[config.mk]
export PLATFORM = sky130hd
export DESIGN_NAME = ddr3_cmd_port
export DESIGN_NICKNAME = d
export VERILOG_FILES = /design/src/ddr3_cmd_pkg.sv /design/src/ddr3_cmd_port.sv
export VERILOG_INCLUDE_DIRS = /design/src
export SDC_FILE = /design/constraint.sdc
export NUM_CORES = 1
export LEC_CHECK = 0
export CAP_MARGIN = 30
export CORE_ASPECT_RATIO = 2
export CORE_MARGIN = 2
export CORE_UTILIZATION = 35
export DETAILED_ROUTE_END_ITERATION = 7
export DONT_BUFFER_PORTS = 1
export PLACE_DENSITY = 0.55
export SLEW_MARGIN = 10
export SYNTH_ARGS = -nofsm -noshare
export SYNTH_HDL_FRONTEND = slang
export SYNTH_SLANG_ARGS = --single-unit
export TNS_END_PERCENT = 20
[constraint.sdc]
create_clock -name CLK_SYS -period 2.4 [get_ports CLK_SYS]
set_clock_uncertainty 0.15 [all_clocks]
set_input_delay 0.36 -clock CLK_SYS [delete_from_list [all_inputs] [get_ports CLK_SYS]]
set_output_delay 0.36 -clock CLK_SYS [all_outputs]
set_load 0.005 [all_outputs]
[src/ddr3_cmd_regs.svh]
`ifndef DDR3_CMD_REGS_SVH
`define DDR3_CMD_REGS_SVH

// ****************************************************************
// address bit positions
// ****************************************************************
`define AP_BIT        4'd10
`define CHOP_BIT      4'd12
`define COL_MSB       4'd9

// ****************************************************************
// mode register fields and reset values
// ****************************************************************
`define MR_BL_LSB     4'd0
`define MR_BT_BIT     4'd3
`define MR_CL_LSB     4'd4
`define MR_AL_LSB     4'd3
`define MR0_RST       13'h0000
`define MR1_RST       13'h0000
`define BL_OTF        2'h1
`define BL_CHOP4      2'h2
`define AL_CL_M1      2'h1
`define AL_CL_M2      2'h2

// ****************************************************************
// timing counts: latency in link clock cycles, burst lengths in beats
// ****************************************************************
`define CL_BASE       5'h04
`define BEATS_BL8     4'h8
`define BEATS_BL4     4'h4

`endif

[src/ddr3_cmd_pkg.sv]
package ddr3_cmd_pkg;

  // ****************************************************************
  // decoded commands
  // ****************************************************************
  typedef enum logic [2:0] {
    OP_NOP = 3'h0,
    OP_ACT = 3'h1,
    OP_PRE = 3'h2,
    OP_RD  = 3'h3,
    OP_WR  = 3'h4,
    OP_MRS = 3'h5,
    OP_REF = 3'h6
  } cmd_op_t;

  typedef struct packed {
    cmd_op_t     op;
    logic [2:0]  bank;
    logic [12:0] row;
    logic [9:0]  col;
    logic        auto_pre;
    logic        all_banks;
    logic        chop;
  } cmd_t;

  // ****************************************************************
  // power states
  // ****************************************************************
  typedef enum logic [2:0] {
    ST_ACTIVE = 3'b001,
    ST_PDOWN  = 3'b010,
    ST_SREF   = 3'b100
  } pwr_state_t;

endpackage

[src/ddr3_cmd_port.sv]
`timescale 1ns/1ps
`include "ddr3_cmd_regs.svh"
// Overview of operation
// - commands and address taken only when clock rises and complement falls
// - read beats launched on both clock crossings, two per period
// - clock gate low suspends from next cycle, freezing read beats, bank state and burst; buffered commands still drain
// - clock gate low with all banks idle enters power-down or self-refresh
// - three-bit bank select picks one of eight banks per command
// - thirteen-bit row on activate, ten-bit column on read or write
// - mode register set loads operand from address inputs
// - auto-precharge flag on read or write closes bank after burst
// - precharge closes named bank, or all banks when flag high
// - burst length four or eight
// - sequential or interleaved burst ordering from mode register
// - additive latency zero, latency minus one or minus two
// - commands decoded only while chip select low
// - row strobe low, column high: activate or precharge by write select
// - row strobe high, column low: read or write by write select
// - burst chop input high means full burst, low means chopped
module ddr3_cmd_port (
  // system
  input  wire logic                 CLK_SYS,
  input  wire logic                 ARST_N,
  // memory pins
  input  wire logic                 CK,
  input  wire logic                 CLOCK_COMPLEMENT,
  input  wire logic                 CKE,
  input  wire logic                 CS_N,
  input  wire logic                 RAS_N,
  input  wire logic                 CAS_N,
  input  wire logic                 WE_N,
  input  wire logic [2:0]           BANK_SELECT,
  input  wire logic [12:0]          ROW_COL_ADDRESS,
  // decoded command stream
  output logic                      CMD_VALID,
  input  wire logic                 CMD_READY,
  output ddr3_cmd_pkg::cmd_t        CMD_OUT,
  output logic                      CMD_DROP,
  // status
  output logic [7:0]                BANK_OPEN,
  output logic                      PWR_DOWN,
  output logic                      SELF_REFRESH,
  output logic                      CLK_SUSPENDED,
  output logic                      BURST_INTERLEAVE,
  output logic [1:0]                ADDITIVE_LATENCY,
  // read launch
  output logic                      RD_BEAT,
  output logic [2:0]                RD_BEAT_ADDR
);

  // ****************************************************************
  // pin synchronisers
  // ****************************************************************
  localparam int PW = 23;
  logic [PW-1:0] pin_raw;
  logic [PW-1:0] pin_m_ff;
  logic [PW-1:0] pin_s_ff;
  assign pin_raw = {CK, CLOCK_COMPLEMENT, CKE, CS_N, RAS_N, CAS_N, WE_N,
                    BANK_SELECT, ROW_COL_ADDRESS};

  genvar gi;
  generate
    for (gi = 0; gi < PW; gi++) begin : g_sync
      always_ff @(posedge CLK_SYS or negedge ARST_N) begin
        if (!ARST_N) begin
          pin_m_ff[gi] <= 1'b0;
          pin_s_ff[gi] <= 1'b0;
        end else begin
          pin_m_ff[gi] <= pin_raw[gi];
          pin_s_ff[gi] <= pin_m_ff[gi];
        end
      end
    end
  endgenerate

  logic        ck_s;
  logic        ckc_s;
  logic        cke_s;
  logic        cs_n_s;
  logic        ras_n_s;
  logic        cas_n_s;
  logic        we_n_s;
  logic [2:0]  ba_s;
  logic [12:0] addr_s;
  assign {ck_s, ckc_s, cke_s, cs_n_s, ras_n_s, cas_n_s, we_n_s, ba_s,
          addr_s} = pin_s_ff;

  // ****************************************************************
  // clock crossing detect
  // ****************************************************************
  logic ck_prev_ff;
  logic rise;
  logic fall;
  always_ff @(posedge CLK_SYS or negedge ARST_N) begin
    if (!ARST_N) begin
      ck_prev_ff <= 1'b0;
    end else begin
      ck_prev_ff <= ck_s;
    end
  end
  assign rise = ck_s & ~ck_prev_ff & ~ckc_s;
  assign fall = ~ck_s & ck_prev_ff & ckc_s;

  // ****************************************************************
  // clock gate and power state
  // ****************************************************************
  logic                    cke_prev_ff;
  logic                    run;
  ddr3_cmd_pkg::pwr_state_t state_ff;
  ddr3_cmd_pkg::pwr_state_t nxt_state;
  ddr3_cmd_pkg::cmd_t       cmd;
  logic                    cmd_hit;

  assign run = cke_prev_ff & (state_ff == ddr3_cmd_pkg::ST_ACTIVE);

  always_ff @(posedge CLK_SYS or negedge ARST_N) begin
    if (!ARST_N) begin
      cke_prev_ff <= 1'b0;
    end else if (rise) begin
      cke_prev_ff <= cke_s;
    end
  end

  always_comb begin
    nxt_state = state_ff;
    case (state_ff)
      ddr3_cmd_pkg::ST_ACTIVE: begin
        if (rise && cke_prev_ff && !cke_s && BANK_OPEN == 8'h00) begin
          if (cmd_hit && cmd.op == ddr3_cmd_pkg::OP_REF) begin
            nxt_state = ddr3_cmd_pkg::ST_SREF;
          end else begin
            nxt_state = ddr3_cmd_pkg::ST_PDOWN;
          end
        end
      end
      ddr3_cmd_pkg::ST_PDOWN, ddr3_cmd_pkg::ST_SREF: begin
        if (rise && cke_s) begin
          nxt_state = ddr3_cmd_pkg::ST_ACTIVE;
        end
      end
      default: nxt_state = ddr3_cmd_pkg::ST_ACTIVE;
    endcase
  end

  always_ff @(posedge CLK_SYS or negedge ARST_N) begin
    if (!ARST_N) begin
      state_ff      <= ddr3_cmd_pkg::ST_ACTIVE;
      PWR_DOWN      <= 1'b0;
      SELF_REFRESH  <= 1'b0;
      CLK_SUSPENDED <= 1'b1;
    end else begin
      state_ff      <= nxt_state;
      PWR_DOWN      <= (nxt_state == ddr3_cmd_pkg::ST_PDOWN);
      SELF_REFRESH  <= (nxt_state == ddr3_cmd_pkg::ST_SREF);
      if (rise) begin
        CLK_SUSPENDED <= ~cke_s;
      end
    end
  end

  // ****************************************************************
  // command decode
  // ****************************************************************
  always_comb begin
    cmd           = '0;
    cmd.op        = ddr3_cmd_pkg::OP_NOP;
    cmd.bank      = ba_s;
    cmd.row       = addr_s;
    cmd.col       = addr_s[`COL_MSB:0];
    cmd.auto_pre  = addr_s[`AP_BIT];
    cmd.all_banks = addr_s[`AP_BIT];
    cmd.chop      = ~addr_s[`CHOP_BIT];
    if (!cs_n_s) begin
      case ({ras_n_s, cas_n_s, we_n_s})
        3'b011:  cmd.op = ddr3_cmd_pkg::OP_ACT;
        3'b010:  cmd.op = ddr3_cmd_pkg::OP_PRE;
        3'b101:  cmd.op = ddr3_cmd_pkg::OP_RD;
        3'b100:  cmd.op = ddr3_cmd_pkg::OP_WR;
        3'b000:  cmd.op = ddr3_cmd_pkg::OP_MRS;
        3'b001:  cmd.op = ddr3_cmd_pkg::OP_REF;
        default: cmd.op = ddr3_cmd_pkg::OP_NOP;
      endcase
    end
  end
  assign cmd_hit = rise & run & (cmd.op != ddr3_cmd_pkg::OP_NOP);

  // ****************************************************************
  // mode registers
  // ****************************************************************
  logic [12:0] mr0_ff;
  logic [12:0] mr1_ff;
  always_ff @(posedge CLK_SYS or negedge ARST_N) begin
    if (!ARST_N) begin
      mr0_ff <= `MR0_RST;
      mr1_ff <= `MR1_RST;
    end else if (cmd_hit && cmd.op == ddr3_cmd_pkg::OP_MRS) begin
      if (cmd.bank == 3'h0) begin
        mr0_ff <= cmd.row;
      end
      if (cmd.bank == 3'h1) begin
        mr1_ff <= cmd.row;
      end
    end
  end

  logic [1:0] bl_mode;
  logic [4:0] cl;
  logic [4:0] al;
  assign bl_mode = mr0_ff[`MR_BL_LSB +: 2];
  assign cl = `CL_BASE + {2'h0, mr0_ff[`MR_CL_LSB +: 3]};
  always_comb begin
    case (mr1_ff[`MR_AL_LSB +: 2])
      `AL_CL_M1: al = cl - 5'h01;
      `AL_CL_M2: al = cl - 5'h02;
      default:   al = 5'h00;
    endcase
  end

  always_ff @(posedge CLK_SYS or negedge ARST_N) begin
    if (!ARST_N) begin
      BURST_INTERLEAVE <= 1'b0;
      ADDITIVE_LATENCY <= 2'h0;
    end else begin
      BURST_INTERLEAVE <= mr0_ff[`MR_BT_BIT];
      ADDITIVE_LATENCY <= mr1_ff[`MR_AL_LSB +: 2];
    end
  end

  // ****************************************************************
  // burst engine
  // ****************************************************************
  logic       bst_wait_ff;
  logic       bst_run_ff;
  logic       bst_rd_ff;
  logic       bst_ap_ff;
  logic [2:0] bst_bank_ff;
  logic [2:0] bst_start_ff;
  logic [4:0] lat_ff;
  logic [3:0] beat_ff;
  logic [3:0] len_ff;
  logic       is_acc;
  logic       bst_end;
  logic [2:0] ord;

  assign is_acc = cmd_hit & (cmd.op == ddr3_cmd_pkg::OP_RD |
                             cmd.op == ddr3_cmd_pkg::OP_WR);
  assign bst_end = bst_run_ff & (rise | fall) & cke_prev_ff &
                   (beat_ff == len_ff - 4'h1);

  always_comb begin
    if (BURST_INTERLEAVE) begin
      ord = bst_start_ff ^ beat_ff[2:0];
    end else if (len_ff == `BEATS_BL4) begin
      ord = {bst_start_ff[2], bst_start_ff[1:0] + beat_ff[1:0]};
    end else begin
      ord = bst_start_ff + beat_ff[2:0];
    end
  end

  always_ff @(posedge CLK_SYS or negedge ARST_N) begin
    if (!ARST_N) begin
      bst_wait_ff  <= 1'b0;
      bst_run_ff   <= 1'b0;
      bst_rd_ff    <= 1'b0;
      bst_ap_ff    <= 1'b0;
      bst_bank_ff  <= 3'h0;
      bst_start_ff <= 3'h0;
      lat_ff       <= 5'h00;
      beat_ff      <= 4'h0;
      len_ff       <= `BEATS_BL8;
      RD_BEAT      <= 1'b0;
      RD_BEAT_ADDR <= 3'h0;
    end else begin
      RD_BEAT <= 1'b0;
      if (is_acc) begin
        bst_wait_ff  <= 1'b1;
        bst_run_ff   <= 1'b0;
        bst_rd_ff    <= (cmd.op == ddr3_cmd_pkg::OP_RD);
        bst_ap_ff    <= cmd.auto_pre;
        bst_bank_ff  <= cmd.bank;
        bst_start_ff <= cmd.col[2:0];
        lat_ff       <= al + cl;
        beat_ff      <= 4'h0;
        if (bl_mode == `BL_CHOP4 ||
            (bl_mode == `BL_OTF && cmd.chop)) begin
          len_ff <= `BEATS_BL4;
        end else begin
          len_ff <= `BEATS_BL8;
        end
      end else if (bst_wait_ff && rise && cke_prev_ff) begin
        if (lat_ff <= 5'h01) begin
          bst_wait_ff <= 1'b0;
          bst_run_ff  <= 1'b1;
        end
        lat_ff <= lat_ff - 5'h01;
      end else if (bst_run_ff && (rise || fall) && cke_prev_ff) begin
        RD_BEAT      <= bst_rd_ff;
        RD_BEAT_ADDR <= ord;
        beat_ff      <= beat_ff + 4'h1;
        if (bst_end) begin
          bst_run_ff <= 1'b0;
        end
      end
    end
  end

  // ****************************************************************
  // bank state
  // ****************************************************************
  always_ff @(posedge CLK_SYS or negedge ARST_N) begin
    if (!ARST_N) begin
      BANK_OPEN <= 8'h00;
    end else begin
      if (bst_end && bst_ap_ff) begin
        BANK_OPEN[bst_bank_ff] <= 1'b0;
      end
      if (cmd_hit && cmd.op == ddr3_cmd_pkg::OP_ACT) begin
        BANK_OPEN[cmd.bank] <= 1'b1;
      end else if (cmd_hit && cmd.op == ddr3_cmd_pkg::OP_PRE) begin
        if (cmd.all_banks) begin
          BANK_OPEN <= 8'h00;
        end else begin
          BANK_OPEN[cmd.bank] <= 1'b0;
        end
      end
    end
  end

  // ****************************************************************
  // two-entry command buffer
  // ****************************************************************
  logic               skid_valid_ff;
  ddr3_cmd_pkg::cmd_t skid_ff;
  logic               push;
  assign push = cmd_hit & ~skid_valid_ff;

  always_ff @(posedge CLK_SYS or negedge ARST_N) begin
    if (!ARST_N) begin
      CMD_VALID     <= 1'b0;
      CMD_OUT       <= '0;
      skid_valid_ff <= 1'b0;
      skid_ff       <= '0;
      CMD_DROP      <= 1'b0;
    end else begin
      if (cmd_hit && skid_valid_ff && CMD_VALID && !CMD_READY) begin
        CMD_DROP <= 1'b1;
      end
      if (CMD_VALID && !CMD_READY) begin
        if (push) begin
          skid_valid_ff <= 1'b1;
          skid_ff       <= cmd;
        end
      end else if (skid_valid_ff) begin
        CMD_OUT       <= skid_ff;
        CMD_VALID     <= 1'b1;
        skid_valid_ff <= cmd_hit;
        skid_ff       <= cmd;
      end else begin
        CMD_OUT   <= cmd;
        CMD_VALID <= push;
      end
    end
  end

endmodule

After elaboration in Yosys (flattened, before gate mapping)
Index checks and enable logic that the tools add are counted.

storage, ports and cells
  RAM bits = 0
  latch bits = 0
  memories = 0
  flip-flop bits (word level) = 171
  memory bits (read-only) = 0
  input bits = 26

cells by class
  eq/ne operators = 26
  shifts and indexed selects = 0
  reduce and logical (&&, ||, !) cells = 42
  add/subtract/negate cells = 9
  multiply operators = 0
  multiplexer cells = 42
  divide/modulo/power cells = 0
  bitwise logic cells = 28
  $lt $le $gt $ge = 5

operators by type and width
  kind                                                                count
  two-way mux 32 bit                                                  4
  two-way mux 8 bit                                                   4
  equality test 3 bit (second input constant)                         7
  logical AND 1 bit                                                   20
  equality test 3 x 2 -> 1 bit (second input constant)                6
  two-way mux 3 bit                                                   6
  case mux 3 bit (6 select lines)                                     1
  two-way mux 1 bit                                                   17
  AND 8 bit                                                           2
  two-way mux 4 bit                                                   4
  inverter 8 bit                                                      2
  AND 1 bit                                                           12
  equality test 3 x 1 -> 1 bit (second input constant)                4
  two-way mux 5 bit                                                   2
  case mux 5 bit (2 select lines)                                     1
  AND reduction 2 bit                                                 5
  nonzero test 3 bit                                                  3
  zero test 8 bit                                                     1
  less-than comparator 3 x 4 -> 1 bit (second input constant)         2
  inverter 1 bit                                                      8
  bitwise OR 8 bit                                                    1
  nonzero test 2 bit                                                  4
  demux 1 bit (select 3 bit)                                          2
  greater-or-equal comparator 3 x 1 -> 1 bit (second input constant)  2
  24 further kinds                                                    32

Longest topological paths before layout
  word-level depth = 13
  depth in mapped cells = 12

Worst setup path before layout
Ideal clock, no wire load.

  kind = reg-to-reg
  start point = register state_ff[0]
  end point = register skid_ff[11] (netlist name)
  clock period less this slack = 2168 ps
  arrival time = 1893 ps
  setup slack = 232 ps
  stages on the path, launching flop included = 6
  setup time = 125 ps
  required time = 2125 ps
  cells stage by stage = dfstp_2 -> or3b_4 -> a2111oi_4 -> a21bo_4 -> buf_12 -> mux2_4

between the ends
  cells in the longest elaborated chain, start to end = 7

RTL lines
  element                                 line                  text
  start, declared                         ddr3_cmd_port.sv:109  ddr3_cmd_pkg::pwr_state_t state_ff;
  start signal, assigned                  ddr3_cmd_port.sv:147  state_ff <= ddr3_cmd_pkg::ST_ACTIVE;
  start signal, assigned                  ddr3_cmd_port.sv:152  state_ff <= nxt_state;
  equality test 3 x 1 -> 1 bit            ddr3_cmd_port.sv:114  assign run = cke_prev_ff & (state_ff == ddr3_cmd_pkg::ST_ACTIVE);
  AND 1 bit                               ddr3_cmd_port.sv:114
  AND 1 bit (2 in a row)                  ddr3_cmd_port.sv:185  assign cmd_hit = rise & run & (cmd.op != ddr3_cmd_pkg::OP_NOP);
  AND 1 bit                               ddr3_cmd_port.sv:335  assign push = cmd_hit & ~skid_valid_ff;
  inequality test 2 bit (no source line)  n/a
  AND reduction 2 bit (no source line)    n/a
  end signal, assigned                    ddr3_cmd_port.sv:351  skid_ff <= cmd;
  end signal, assigned                    ddr3_cmd_port.sv:357  skid_ff <= cmd;
  end, declared                           ddr3_cmd_port.sv:333  ddr3_cmd_pkg::cmd_t skid_ff;

No other way between the ends.
A chain may end at the register's enable or synchronous reset.

Worst setup path after layout
  start point = register state_ff[0]
  end point = register skid_ff[6] (netlist name)

The elaborated chain is that of the path after synthesis.

==> out/metrics.csv <==
metric;value;unit
synth_cell_types;53;
hold_slack;-0.515;ns
postPlaceCellArea;6210;µm²
gr-usage-all-layers;0.156;
finish.instance_area;7040;µm²
nFillCells;1593;
drv.max_cap_violation_count;0;
remaining_drc_errors;0;
floorplan.die.height;189;µm
critical_path.startpoint_type;flip-flop;
die_area;18300;µm²
ant_nets;0;
vias_per_cell;5.03;
critical_path_rt;2.56;ns
antennaDiodeCount;0;
detail_route.wl_per_cell;17.4;µm
overflow;0;
final.min_clock_period;2.30;ns
worst-setup-path-type;reg2reg;
pin_count;78;
power_per_cell_area;818;nW/µm²
detail_route.wirelength;13000;µm
setup_viol;0;
commonest_non_fill_non_tap_cell_in_the_layout;dfrtp_1;
netlist_top_cells_area;dfrtp_1, mux2_4, o21ai_0, mux2i_1, nand2_1;
synth_edf_count;0;
post_synthesis_sequential_element_count;141;
placeableCoreArea;16800;µm²
ff2ff_setup_slack;0.10;ns
cts.reportedPaths.clkPinSlew;0.06;ns
part_of_the_yosys_area_used_for_sequential_elements;0.588;
cts.sinks;141;
cpMaxStageDelayCell;dfstp_2;
vias;3745;
met2_length;7170;µm
crit_path_cell_trace;or3b_4, a2111oi_4, a21bo_4, buf_12, mux2_4;
tritoncts;done;
nets;568;
insertion_delay;0.43;ns
first_pass_iters;4;
rsz0062_at_grt;false;
area_growth_syn_to_layout;17.2;%
synth.net_count;544;
critical-path-max-stage-delay;0.53;ns
hold_buffers_post_cts;23;
effective_utilization_at_floorplan;0.358;
worstHoldPathType;in2async;
clockRootBuffer;clkbuf_16;
rows;67;
cp.arrival;2.46;ns
static-leakage-power;3.05;nW
final_core_util;0.420;
finalMaxSlewViolations;0;
dr.first_iter.drc_count;163;
pin_count_of_the_biggest_net_entering_global_routing;142;
critical_path_peak_fanout;9;
synth_largest_type_area_fraction;0.575;
io_buffers;0;
setup.worst_path.end_class;flip-flop;
place_inst;690;
finalCritPeriodShare;0.957;
htree_levels;4;
fp.dieW;96.6;µm
wirelength_met1;4590;µm
highest_layer;met4;
route.met3.wl;620;µm
hold_viol;141;
synth.cell_area;6000;µm²
gp_routability_congestion;0.857;
yosysTopAreaCell;dfrtp_1;
asr_flop_ratio_synth;1.00;
initial_antenna_violation_count;0;
setup_tns;0;ns
cells_after_synthesis;501;
layout_common_cells;dfrtp_1, nand2_1, o21ai_0;
worst_pin_slew;0.492;ns
synthFlopType;dfrtp_1;
grt_first_pass_wirelength;21000;µm
post-layout-total-power;5.75;mW
first_global_vias;3954;
vdd_drop_max;0.000424;V
cts_bufs_inserted;17;
post_layout_nonfiller_instances;745;
clock_path_buffers;2;
yosysWarningCount;0;
max-slew-margin-rel;0.672;
violations_in_the_final_reports;hold timing;
status;complete, but fails checks;
dp.final_hpwl;9170;µm
drive_above_1_share;0.175;
post_synth.cell_area_avg;12.0;µm²
fmax;435;MHz
## repair_timing
item / 4_1_cts / 5_1_grt
setup buffers: 0 / 0
setup endpoints to repair: 0 / 2
endpoints found under the hold margin: 164 / 141
gates resized for setup: 0 / 4
## path summary, 6_finish.rpt
| path | start | endpoint | cells past startpoint |
|---|---|---|---|
| worst max-delay path | state_ff[0]$_DFF_PN1_ | skid_ff[6]$_DFFE_PN0P_ | 5 |
| worst max register to register | state_ff[0]$_DFF_PN1_ | skid_ff[6]$_DFFE_PN0P_ | 5 |
| max in group asynchronous | ARST_N | CMD_OUT[23]$_DFFE_PN0N_ | 0 |
| min in group CLK_SYS | CMD_READY | CMD_OUT[0]$_DFFE_PN0N_ | 2 |
| worst min-delay path | ARST_N | pin_m_ff[16]$_DFF_PN0_ | 0 |
| worst min register to register | pin_m_ff[21]$_DFF_PN0_ | ckc_s$_DFF_PN0_ | 0 |
## kinds of logic (layout without fill, tap and decap cells)
| group | Yosys count | in the layout | share of synthesized area |
|---|---|---|---|
| AO/OA/AOI/OAI | 87 | 87 | 0.0932 |
| XOR/XNOR | 16 | 16 | 0.0233 |
| adder cells (fa/ha/maj) | 18 | 18 | 0.0396 |
| buffers and inverters | 56 | 93 | 0.0490 |
| flip-flops | 141 | 141 | 0.588 |
| multiplexers | 51 | 51 | 0.103 |
| AND/OR/NAND/NOR | 132 | 132 | 0.104 |
## metal layers
metal / GRT usage / up-vias
met5: 0 / -
met4: 0.0964 / 0
met3: 0.0458 / 35
met2: 0.268 / 101
met1: 0.161 / 1859
li1: - / 1750
## final cells by class
cell class              instances  area (µm²)  area share
clock buffers                  18         429      0.0610
clock inverters                14         159      0.0226
inverters                      22        82.6      0.0117
multi-input cells             304        2180       0.310
flip-flops and latches        141        3530       0.502
well taps                     207         259      0.0368
repair buffers                 39         388      0.0551
## metrics by stage
stage / hold WS (ns) / setup slack, ns
floorplan: -0.0856 / 0.232
global placement: -0.0788 / 0.125
detailed placement: -0.0789 / 0.0884
CTS: -0.532 / 0.0643
global route: -0.537 / 0.0214
finish: -0.515 / 0.102
## flip-flops by register name, indices dropped and copies added (netlist names), 2 cells and up
name,cells
CMD_OUT,20
addr_s,13
ADDITIVE_LATENCY,2
pin_m_ff,23
beat_ff,4
bst_bank_ff,3
mr0_ff,6
ba_s,3
bst_start_ff,3
RD_BEAT_ADDR,3
lat_ff,5
mr1_ff,2
state_ff,3
len_ff,2
skid_ff,20
BANK_OPEN,8
## cells in the mapped netlist, types with 2 or more instances
master / n
buf_12: 2
buf_4: 12
nor4_1: 3
nand4_1: 4
o211ai_1: 2
nand3_1: 7
dfrtp_1: 138
o21a_1: 5
nor2b_1: 4
inv_1: 22
nand2_1: 53
and3_1: 4
mux2_4: 18
nand2b_1: 6
fa_1: 2
xnor2_1: 11
a22o_1: 2
a21oi_1: 13
o21ai_0: 44
clkbuf_1: 15
a31o_2: 2
dfstp_2: 3
buf_2: 4
mux2i_1: 20
xor2_1: 5
mux2_2: 13
a31oi_1: 4
o31ai_1: 3
nor2_1: 32
o221ai_1: 3
nor3_1: 9
ha_1: 15
## worst max-delay path, delay by kind of cell (launching register included)
family	cells	cell delay, ns
buf+inv	1	0.16
flops	1	0.53
compound gates	2	0.63
simple gates	1	0.41
mux	1	0.30
## power by group
part / leakage (nW) / internal, mW / switching (mW)
registers: 1.79 / 2.57 / 0.175
clock network: 0.275 / 1.55 / 1.07
logic: 0.989 / 0.211 / 0.190
total: 3.05 / 4.32 / 1.43
Power figures use the tool's default switching activity.
